`src/srt_pkg.sv`:
```
// Constants, register map and types for the sixteen-bit reload timer
package srt_pkg;

   // APB data and address widths, register width and prescaler width
   localparam int APB_DATA_W = 32;
   localparam int APB_ADDR_W = 20;
   localparam int REG_W      = 16;
   localparam int PRESC_W    = 14;

   // Printed register offsets, kept as word indices
   localparam logic [15:0] IDX_CH0_CLOCK_SELECT = 16'h4220;
   localparam logic [15:0] IDX_CH0_RELOAD_VALUE = 16'h4222;
   localparam logic [15:0] IDX_CH0_COUNT_VALUE  = 16'h4224;
   localparam logic [15:0] IDX_CH0_CONTROL      = 16'h4226;
   localparam logic [15:0] IDX_CH0_INT_STATUS   = 16'h4228;
   localparam logic [15:0] IDX_CH0_INT_MASK     = 16'h422A;
   localparam logic [15:0] IDX_CH1_CLOCK_SELECT = 16'h4240;

   // Byte addresses are four times the index
   localparam logic [APB_ADDR_W-1:0] ADDR_CH0_CLOCK_SELECT = 20'(IDX_CH0_CLOCK_SELECT) << 2;
   localparam logic [APB_ADDR_W-1:0] ADDR_CH0_RELOAD_VALUE = 20'(IDX_CH0_RELOAD_VALUE) << 2;
   localparam logic [APB_ADDR_W-1:0] ADDR_CH0_COUNT_VALUE  = 20'(IDX_CH0_COUNT_VALUE) << 2;
   localparam logic [APB_ADDR_W-1:0] ADDR_CH0_CONTROL      = 20'(IDX_CH0_CONTROL) << 2;
   localparam logic [APB_ADDR_W-1:0] ADDR_CH0_INT_STATUS   = 20'(IDX_CH0_INT_STATUS) << 2;
   localparam logic [APB_ADDR_W-1:0] ADDR_CH0_INT_MASK     = 20'(IDX_CH0_INT_MASK) << 2;
   localparam logic [APB_ADDR_W-1:0] ADDR_CH1_CLOCK_SELECT = 20'(IDX_CH1_CLOCK_SELECT) << 2;

   // Control register field positions, divider code width and interrupt status bit
   localparam int CTL_POLARITY_BIT = 10;
   localparam int CTL_MODE_LSB     = 8;
   localparam int CTL_ONESHOT_BIT  = 4;
   localparam int CTL_RESET_BIT    = 1;
   localparam int CTL_RUN_BIT      = 0;
   localparam int DIV_SEL_W        = 4;
   localparam int INT_UNDERFLOW_BIT = 0;

   // Reserved divider code
   localparam logic [DIV_SEL_W-1:0] DIV_RESERVED = 4'hF;

   // Reset values
   localparam logic [DIV_SEL_W-1:0] DIV_RST     = 4'h0;
   localparam logic [REG_W-1:0]     RELOAD_RST  = 16'h0000;
   localparam logic [REG_W-1:0]     COUNT_RST   = 16'hFFFF;
   localparam logic                 POLARITY_RST = 1'b1;
   localparam logic                 ONESHOT_RST = 1'b0;
   localparam logic                 RUN_RST     = 1'b0;
   localparam logic                 STATUS_RST  = 1'b0;
   localparam logic                 MASK_RST    = 1'b0;

   // Counting clock source and measurement mode
   typedef enum logic [1:0] {
      SRC_INTERNAL = 2'h0,
      SRC_EXTERNAL = 2'h1,
      SRC_PULSE    = 2'h2,
      SRC_RESERVED = 2'h3
   } srt_src_t;

endpackage

```
`src/srt_prescaler.sv`:
```
// Free-running prescaler giving a one-cycle tick at ref_clk divided by 2^n
`timescale 1ns/1ps
module srt_prescaler (
   input  wire logic                            ref_clk,
   input  wire logic                            reset,
   input  wire logic [srt_pkg::DIV_SEL_W-1:0]   divider_select,
   output logic                                 tick
);
   import srt_pkg::*;

   typedef struct packed {
      logic [PRESC_W-1:0] cnt;
      logic               tick;
   } srt_presc_state_t;

   srt_presc_state_t state_q;
   srt_presc_state_t state_d;
   logic [PRESC_W-1:0] tap_mask;

   // Tick when the low n bits of the prescaler are all ones
   always_comb begin
      state_d     = state_q;
      state_d.cnt = state_q.cnt + 14'h0001;
      tap_mask    = PRESC_W'((15'h0001 << divider_select) - 15'h0001);
      if (divider_select == DIV_RESERVED) begin
         state_d.tick = 1'b0;
      end else begin
         state_d.tick = ((state_q.cnt & tap_mask) == tap_mask);
      end
   end

   // State register
   always_ff @(posedge ref_clk) begin
      if (reset) begin
         state_q <= '0;
      end else begin
         state_q <= state_d;
      end
   end

   assign tick = state_q.tick;

endmodule

```
`src/srt_timer.sv`:
```
// Sixteen-bit reload timer channel with APB register access and interrupt
//
// Overview of operation
// - Four-bit divider code n picks ref_clk divided by 2^n; code 15 reserved.
// - Reload register is read/write over 0 to FFFF and resets to zero.
// - Counter value is read-only, full sixteen bits, resets to all ones.
// - Polarity bit picks high or low active external clock; resets high.
// - Two-bit source field: internal, external, pulse width; code 3 reserved.
// - One-shot bit: one stops after underflow, zero repeats; resets to repeat.
// - Run bit starts counting at one, stops at zero, readable, resets stopped.
//
// Our own choice: the APB slave port.
`timescale 1ns/1ps
module srt_timer #(
   parameter int ADDR_W = srt_pkg::APB_ADDR_W
) (
   input  wire logic                          ref_clk,
   input  wire logic                          reset,
   input  wire logic                          psel,
   input  wire logic                          penable,
   input  wire logic                          pwrite,
   input  wire logic [ADDR_W-1:0]             paddr,
   input  wire logic [srt_pkg::APB_DATA_W-1:0] pwdata,
   output logic      [srt_pkg::APB_DATA_W-1:0] prdata,
   output logic                               pready,
   output logic                               pslverr,
   input  wire logic                          ext_clock_in,
   output logic                               underflow_pulse,
   output logic                               irq
);
   import srt_pkg::*;

   typedef struct packed {
      logic [DIV_SEL_W-1:0]  ch0_div;
      logic [DIV_SEL_W-1:0]  ch1_div;
      logic [REG_W-1:0]      reload;
      logic [REG_W-1:0]      count;
      logic                  polarity;
      srt_src_t              mode;
      logic                  oneshot;
      logic                  run;
      logic                  ext_s1;
      logic                  ext_s2;
      logic                  ext_prev;
      logic                  status;
      logic                  mask;
      logic                  pready;
      logic                  pslverr;
      logic [APB_DATA_W-1:0] prdata;
      logic                  uf_pulse;
      logic                  irq;
   } srt_state_t;

   srt_state_t state_q;
   srt_state_t state_d;

   logic                  tick;
   logic                  ext_active;
   logic                  ext_prev_active;
   logic                  ext_edge;
   logic                  count_clk;
   logic                  underflow;
   logic                  answer;
   logic                  commit_wr;
   logic                  hit_clk0;
   logic                  hit_reload;
   logic                  hit_count;
   logic                  hit_ctl;
   logic                  hit_stat;
   logic                  hit_mask;
   logic                  hit_clk1;
   logic                  hit_any;
   logic [APB_DATA_W-1:0] rd_word;
   logic [REG_W-1:0]      wr_half;

   // Prescaler for channel 0 counting clock
   srt_prescaler u_prescaler (
      .ref_clk        (ref_clk),
      .reset          (reset),
      .divider_select (state_q.ch0_div),
      .tick           (tick)
   );

   // Address decode; upper address bits must be zero to hit
   always_comb begin
      hit_clk0   = 1'b0;
      hit_reload = 1'b0;
      hit_count  = 1'b0;
      hit_ctl    = 1'b0;
      hit_stat   = 1'b0;
      hit_mask   = 1'b0;
      hit_clk1   = 1'b0;
      if (paddr == ADDR_W'(ADDR_CH0_CLOCK_SELECT)) begin
         hit_clk0 = 1'b1;
      end else if (paddr == ADDR_W'(ADDR_CH0_RELOAD_VALUE)) begin
         hit_reload = 1'b1;
      end else if (paddr == ADDR_W'(ADDR_CH0_COUNT_VALUE)) begin
         hit_count = 1'b1;
      end else if (paddr == ADDR_W'(ADDR_CH0_CONTROL)) begin
         hit_ctl = 1'b1;
      end else if (paddr == ADDR_W'(ADDR_CH0_INT_STATUS)) begin
         hit_stat = 1'b1;
      end else if (paddr == ADDR_W'(ADDR_CH0_INT_MASK)) begin
         hit_mask = 1'b1;
      end else if (paddr == ADDR_W'(ADDR_CH1_CLOCK_SELECT)) begin
         hit_clk1 = 1'b1;
      end
      hit_any = hit_clk0 | hit_reload | hit_count | hit_ctl | hit_stat | hit_mask | hit_clk1;
   end

   // Read mux; reserved and write-only bits read as zero
   always_comb begin
      rd_word = '0;
      if (hit_clk0) begin
         rd_word[DIV_SEL_W-1:0] = state_q.ch0_div;
      end else if (hit_reload) begin
         rd_word[REG_W-1:0] = state_q.reload;
      end else if (hit_count) begin
         rd_word[REG_W-1:0] = state_q.count;
      end else if (hit_ctl) begin
         rd_word[CTL_POLARITY_BIT]            = state_q.polarity;
         rd_word[CTL_MODE_LSB +: 2]           = state_q.mode;
         rd_word[CTL_ONESHOT_BIT]             = state_q.oneshot;
         rd_word[CTL_RUN_BIT]                 = state_q.run;
      end else if (hit_stat) begin
         rd_word[INT_UNDERFLOW_BIT] = state_q.status;
      end else if (hit_mask) begin
         rd_word[INT_UNDERFLOW_BIT] = state_q.mask;
      end else if (hit_clk1) begin
         rd_word[DIV_SEL_W-1:0] = state_q.ch1_div;
      end
   end

   // External clock: sync flops feed a level compare against the polarity
   assign ext_active      = (state_q.ext_s2 == state_q.polarity);
   assign ext_prev_active = (state_q.ext_prev == state_q.polarity);
   assign ext_edge        = ext_active & ~ext_prev_active;

   // Source select; pulse width gates the prescaled tick with the input level
   always_comb begin
      case (state_q.mode)
         SRC_INTERNAL: begin
            count_clk = tick;
         end
         SRC_EXTERNAL: begin
            count_clk = ext_edge;
         end
         SRC_PULSE: begin
            count_clk = tick & ext_active;
         end
         default: begin
            count_clk = 1'b0;
         end
      endcase
   end

   // One wait cycle before pready, so read data always come from a register
   assign answer    = psel & penable & ~state_q.pready;
   assign commit_wr = psel & penable & state_q.pready & pwrite & hit_any;
   assign underflow = state_q.run & count_clk & (state_q.count == '0);
   assign wr_half   = pwdata[REG_W-1:0];

   // Next state of the whole channel
   always_comb begin
      state_d          = state_q;
      state_d.ext_s1   = ext_clock_in;
      state_d.ext_s2   = state_q.ext_s1;
      state_d.ext_prev = state_q.ext_s2;
      state_d.pready   = answer;
      state_d.pslverr  = answer & ~hit_any;
      if (answer) begin
         state_d.prdata = pwrite ? '0 : rd_word;
      end

      // Count down; reload on underflow, one-shot drops the run bit
      if (state_q.run && count_clk) begin
         if (underflow) begin
            state_d.count = state_q.reload;
            if (state_q.oneshot) begin
               state_d.run = 1'b0;
            end
         end else begin
            state_d.count = state_q.count - 16'h0001;
         end
      end

      // Register writes land after counting so software wins the run bit
      if (commit_wr) begin
         if (hit_clk0) begin
            state_d.ch0_div = wr_half[DIV_SEL_W-1:0];
         end else if (hit_reload) begin
            state_d.reload = wr_half;
         end else if (hit_ctl) begin
            state_d.polarity = wr_half[CTL_POLARITY_BIT];
            state_d.mode     = srt_src_t'(wr_half[CTL_MODE_LSB +: 2]);
            state_d.oneshot  = wr_half[CTL_ONESHOT_BIT];
            state_d.run      = wr_half[CTL_RUN_BIT];
            if (wr_half[CTL_RESET_BIT]) begin
               state_d.count = state_q.reload;
            end
         end else if (hit_stat) begin
            if (wr_half[INT_UNDERFLOW_BIT]) begin
               state_d.status = 1'b0;
            end
         end else if (hit_mask) begin
            state_d.mask = wr_half[INT_UNDERFLOW_BIT];
         end else if (hit_clk1) begin
            state_d.ch1_div = wr_half[DIV_SEL_W-1:0];
         end
      end

      // Underflow set beats a same-cycle clear so no event is lost
      if (underflow) begin
         state_d.status = 1'b1;
      end
      state_d.uf_pulse = underflow;
      state_d.irq      = state_d.status & state_d.mask;
   end

   // State register with documented reset values
   always_ff @(posedge ref_clk) begin
      if (reset) begin
         state_q          <= '0;
         state_q.ch0_div  <= DIV_RST;
         state_q.ch1_div  <= DIV_RST;
         state_q.reload   <= RELOAD_RST;
         state_q.count    <= COUNT_RST;
         state_q.polarity <= POLARITY_RST;
         state_q.mode     <= SRC_INTERNAL;
         state_q.oneshot  <= ONESHOT_RST;
         state_q.run      <= RUN_RST;
         state_q.status   <= STATUS_RST;
         state_q.mask     <= MASK_RST;
      end else begin
         state_q <= state_d;
      end
   end

   // Outputs straight from the state register
   assign prdata          = state_q.prdata;
   assign pready          = state_q.pready;
   assign pslverr         = state_q.pslverr;
   assign underflow_pulse = state_q.uf_pulse;
   assign irq             = state_q.irq;

endmodule

```
`config.mk`:
```
export PLATFORM = sky130hd
export DESIGN_NAME = srt_timer
export DESIGN_NICKNAME = d
export VERILOG_FILES = /design/src/srt_pkg.sv /design/src/srt_prescaler.sv /design/src/srt_timer.sv
export SDC_FILE = /design/constraint.sdc
export NUM_CORES = 1
export LEC_CHECK = 0
export ABC_AREA = 1
export BUFFER_PORTS_ARGS = -buffer_cell sky130_fd_sc_hd__buf_2
export CORE_UTILIZATION = 61
export DETAILED_ROUTE_END_ITERATION = 8
export HOLD_SLACK_MARGIN = 0.1
export PLACE_DENSITY_LB_ADDON = 0.12
export SYNTH_ARGS = -nofsm -noshare
export SYNTH_HDL_FRONTEND = slang
export SYNTH_SLANG_ARGS = --single-unit
export TNS_END_PERCENT = 50
```
`constraint.sdc`:
```
create_clock -name ref_clk -period 5.2 [get_ports ref_clk]
set_clock_uncertainty 0.05 [all_clocks]
set_input_delay 1.04 -clock ref_clk [delete_from_list [all_inputs] [get_ports ref_clk]]
set_output_delay 1.04 -clock ref_clk [all_outputs]
set_load 0.02 [all_outputs]
```
### Word-level counts from Yosys, hierarchy flattened

Cells that the tools add are included.

| word-level totals | value |
|---|---|
| register bits | 101 |
| input port bits | 58 |
| output and inout port bits | 36 |
| logic and storage cells | 136 |

| cells by class | value |
|---|---|
| add/sub/neg operators | 3 |
| equal/unequal tests | 13 |
| shift operators | 1 |
| muxes and demuxes | 65 |
| bitwise operators | 26 |
| reductions and logical operators | 8 |

Operators with widths:

| kind | count |
|---|---|
| 20-bit by 17-bit == test with 1-bit output, second input constant | 7 |
| 21-bit two-way mux | 4 |
| 16-bit two-way mux | 5 |
| 1-bit two-way mux | 40 |
| 3-bit two-way mux | 6 |
| 16-bit zero test | 1 |
| 16-bit by 1-bit subtractor with 16-bit output, second input constant | 1 |
| 14-bit by 1-bit adder with 14-bit output, second input constant | 1 |
| 14-bit AND | 1 |
| 14-bit == test | 1 |
| 1-bit by 4-bit << shifter with 14-bit output, first input constant | 1 |
| 14-bit by 1-bit subtractor with 14-bit output, second input constant | 1 |
| 12-bit two-way mux | 1 |
| 1-bit AND | 11 |
| 5-bit two-way mux | 2 |
| 2-bit two-way mux | 4 |
| 4-bit two-way mux | 2 |
| 1-bit NOT | 8 |
| 7-bit AND reduction | 1 |
| 1-bit OR | 6 |
| 4-bit == test, second input constant | 1 |
| 4-bit AND reduction | 1 |
| 1-bit case mux with 3 select lines | 1 |
| 3-bit AND reduction | 1 |
| other kinds (7) | 8 |

### Longest topological paths before layout

| logic depth | value |
|---|---|
| depth after elaboration | 16 |
| gate-level depth with buffers | 16 |
| gate-level depth less buffers | 14 |

### Cells and area by module

A second synthesis with hierarchy kept.

| second synthesis, totals | value |
|---|---|
| cells, all modules | 779 |
| area, all modules | 5186.2 µm² |

By module, submodules not included:

| module | instances | cells each | area each (µm²) | seq. area each (µm²) |
|---|---|---|---|---|
| srt_timer | 1 | 622 | 4194.0 | 1401.3 |
| srt_prescaler | 1 | 157 | 992.2 | 300.3 |

### Worst setup path before layout

Ideal clock, no wire load.

| timing | value |
|---|---|
| path type | input to register |
| start point | input paddr[15] |
| end point | register state_q[49] (netlist name) |
| setup time | 0.134 ns |
| arrival | 2.310 ns |
| required time | 5.016 ns |
| setup slack | 2.707 ns |
| stages | 12 |
| path buffers | 2 |
| cells stage by stage | nor2_1 > nand2_1 > nor2_4 > buf_6 > nand3_1 > nand2_1 > inv_2 > nand4_4 > nand4_2 > buf_2 > nand2_1 > nand3_1 |

| between the ends | value |
|---|---|
| longest elaborated chain between the ends | 11 |
| elaborated cells on any way between the ends | 46 |
| those cells by class | eq/ne: 7; mux: 32; bitwise: 7 |

RTL lines:

| item | RTL line | text |
|---|---|---|
| start, declared | srt_timer.sv:22 | `input wire logic [ADDR_W-1:0] paddr,` |
| 20-bit by 17-bit == test with 1-bit output, or another cell as far along | srt_timer.sv:95 | `end else if (paddr == ADDR_W'(ADDR_CH0_RELOAD_VALUE)) begin` |
| 1-bit two-way mux, or another cell as far along | srt_timer.sv:95 |  |
| 1-bit two-way mux, or another cell as far along | srt_timer.sv:93 | `if (paddr == ADDR_W'(ADDR_CH0_CLOCK_SELECT)) begin` |
| 1-bit OR, or another cell as far along (4 in a row) | srt_timer.sv:108 | `hit_any = hit_clk0 \| hit_reload \| hit_count \| hit_ctl \| hit_stat \| hit_mask \| hit_clk1;` |
| 1-bit OR / 1-bit two-way mux (equally long branches) | srt_timer.sv:108, srt_timer.sv:93 |  |
| 1-bit OR | srt_timer.sv:108 |  |
| 1-bit AND | srt_timer.sv:159 | `assign commit_wr = psel & penable & state_q.pready & pwrite & hit_any;` |
| 21-bit two-way mux * | srt_timer.sv:188 | `if (commit_wr) begin` |
| end signal, assigned | srt_timer.sv:235 | `state_q <= state_d;` |
| end, declared | srt_timer.sv:54 | `srt_state_t state_q;` |

Every way passes the cells marked *; elsewhere a longest branch is shown, timed or not.
A chain may end at the register's enable or synchronous reset.

### Worst setup path after layout

| timing | value |
|---|---|
| start point | input paddr[15] |
| end point | register state_q[42] (netlist name) |

| between the ends | value |
|---|---|
| longest elaborated chain between the ends | 11 |
| elaborated cells on any way between the ends | 45 |
| those cells by class | eq/ne: 7; mux: 28; bitwise: 9; reduce/logical: 1 |

RTL lines:

| item | RTL line |
|---|---|
| 20-bit by 17-bit == test with 1-bit output, or another cell as far along | srt_timer.sv:95 |
| 1-bit two-way mux, or another cell as far along | srt_timer.sv:95 |
| 1-bit two-way mux, or another cell as far along | srt_timer.sv:93 |
| 1-bit OR, or another cell as far along (4 in a row) | srt_timer.sv:108 |
| 1-bit OR / 1-bit two-way mux (equally long branches) | srt_timer.sv:108, srt_timer.sv:93 |
| 1-bit OR | srt_timer.sv:108 |
| 1-bit AND | srt_timer.sv:159 |
| 4-bit AND reduction (no line) * | n/a |

Marked as above.

==> flow_summary_export.csv <==
group,metric,value,unit
timing,max_freq,306,MHz
synth,synth_top_family_by_area,"simple AND/OR/NAND/NOR gates",
synth,ys_seq_area_share,33.4,%
drt,firstDrtPassIters,5,
timing,maxSlewHeadroom,43.3,%
synth,netlist_area,5100,µm²
global_routing,grt.total_usage,31.7,%
timing,fin_tns_setup,0,ns
layout,post-route-util,68.6,%
timing,setup_viol,0,
cts,post_cts_resize_count,0,
critical_path,crit_path_max_incr_delay,0.44,ns
synth,synth_cells,792,
floorplanning,fp.dieH,93.4,µm
critical_path,cp_cell_sequence,"buf_2, nor2_1, nand2_1, nor2_4, nand3_2, inv_1, nor2_1, nand4_4, nand2_2, nor2_2, buf_4, inv_1, nor2_1, nor2_1",
synth,syn_area_per_cell,6.43,µm²
timing,period_share,62.8,%
layout,area_delta_synth_final,6.11,%
layout,diodes,0,
global_routing,grt_start_max_net_pins,53,
global_routing,grt_pass1_vias,4971,
cts,cts_hold_buf,0,
synth,synth_compound_area_share,13.0,%
cts,cts-htree-levels,3,
drt,drtIter0Drc,375,
drt,ant_nets,0,
synth,yosysWarnings,0,
timing,period_needed,3.26,ns
timing,finalHoldViolCount,0,
synth,synthAdderAreaFrac,1.47,%
layout,final_nets,885,
synth,synth-simple-area-share,35.7,%
floorplanning,die_area,8720,µm²
cts,clkLatencyLatePin,0.37,ns
layout,seq_area,1700,µm²
flow_run,drv_cap,0,
synth,synth-edff-count,0,
synth,synth_seq_cells,85,
critical_path,critPathLaunch,"paddr[15]",
synth,async_reset_ff_share,0,%
placement,dp.final_hpwl,9140,µm
timing,rsz0062_at_grt,"no",
layout,num-fill-cells,743,
critical_path,rr_startpoint,"state_q[43]$_SDFFE_PP0P_",
pwr,total_power,1170,µW
cts,clock-sinks,85,
critical_path,required,5.41,ns
critical_path,crit_type,"in2reg",
synth,synth_ff_type,"dfxtp_1",
floorplanning,core,7890,µm²
global_routing,antenna_found_initial,0,
critical_path,worstSetupEndpointType,"register",
drt,wire_per_inst,13.9,µm
pwr,ir_drop,168,µV
drt,drt-total-wl,12900,µm
floorplanning,fp-row-count,32,
critical_path,cp.arrival,3.47,ns
drt,drc,0,
layout,final_cell_mix,"184 x nand2_1, 94 x nor2_1, 85 x dfxtp_1, 84 x inv_1, 70 x nand3_1",
cts,path_clk_slew,0.09,ns
synth,ys_types,39,
cts,cts_setup_buffers,0,
critical_path,crit_path_top_delay_cell,"nand3_2",
critical_path,cp_max_fo,18,
layout,layout_commonest_cell,"nand2_1",
timing,tightest_slew,0.850,ns
synth,synth_xor_xnor_area_share,1.89,%
layout,drive_gt1_share,13.0,%
floorplanning,die_w,93.4,µm
pwr,power.leakage,0.00252,µW
drt,vias,5125,
timing,slew_viol_final,0,
cts,clk_path_buf_depth,2,
layout,stdcell_area,5410,µm²
placement,port_buffers,61,
global_routing,grt_remaining_overflow,0,
cts,ctsRootBufferMaster,"clkbuf_8",
cts,numCtsBuffers,9,
layout,multi_input_area,2710,µm²
global_routing,grt_pass1_wl,21900,µm
critical_path,cp-start-kind,"input pin",
critical_path,crit_top_cell,"nor2_1",
hold_path,hp-start,"state_d[39]$_SDFF_PP0_",
floorplanning,start_util,64.6,%
outcome,status,"finished clean",
floorplanning,io_pins,94,
cts,cts_tree,"yes",
drt,avgViaCountPerCell,5.52,
hold_path,hp-class,"reg2reg",
pwr,power_density,217,nW/µm²
placement,gp_congestion,0.880,
synth,synth_mux_area_share,0,%
placement,placed_cell_area,5230,µm²
-- Yosys cell counts, drive strengths merged, types with 10 or more instances --
library cell / n / area (µm²)
nand3: 75 / 400
inv: 91 / 342
a21oi: 41 / 205
nor3: 30 / 150
o22ai: 12 / 75.1
nor2: 101 / 412
nand4: 12 / 96.3
nand2: 188 / 716
dfxtp: 85 / 1700
o21ai: 52 / 260
clkbuf: 17 / 63.8
buf: 44 / 317
xor2: 10 / 87.6
-- logic make-up after synthesis --
family | after synthesis
buf+inv | 156
flops | 85
other cells | 1
fa+ha+maj | 6
compound gates | 120
xor+xnor | 11
simple gates | 413
-- cell type report --
class	count	area share, %
clock buffers	9	2.29
clock inverters	7	1.04
inverters	95	6.59
multi-input cells	566	50.2
flip-flops and latches	85	31.5
well taps	102	2.36
repair buffers	64	6.06
-- worst paths after layout --
path / end / depth (start not counted) / slack [ns]
max: state_q[42]$_SDFFE_PP0P_ / 14 / 1.94
min: state_d[38]$_SDFF_PP0_ / 2 / 0.35
max reg2reg: state_q[52]$_SDFF_PP1_ / 10 / 2.56
min reg2reg: state_d[38]$_SDFF_PP0_ / 2 / 0.35
-- power breakdown --
part	total [µW]	internal, µW	leakage (µW)	switching, µW
combinational	68.7	19.6	0.00174	49.1
sequential	657	654	0.000687	2.58
clock	447	180	0.0000906	267
-- worst max-delay path, delay by kind of cell --
family	cells	cell delay, ns
simple gates	10	1.78
buf+inv	4	0.65
-- state kept, by name, indices dropped and copies added, names as in the netlist --
register	count
irq	1
prdata	16
pready	1
pslverr	1
state_d	2
state_q	48
u_prescaler.state_q	14
u_prescaler.tick	1
underflow_pulse	1
-- layer usage --
layer	vias up	routed length [µm]	GRT usage, %
met4	0	516	15.9
met5	-	0	0
met1	2314	5500	36.5
li1	2583	-	-
met3	38	696	5.28
met2	190	6210	56.4
-- through the flow --
stage | std cells | hold slack [ns] | setup slack, ns
after floorplan | 807 | 0.338 | 2.71
after global placement | 912 | 0.340 | 1.64
after detailed placement | 912 | 0.345 | 1.61
after CTS | 928 | 0.351 | 1.99
after global routing | 928 | 0.365 | 1.68
final | 928 | 0.352 | 1.94
(Power assumes the default switching activity.)
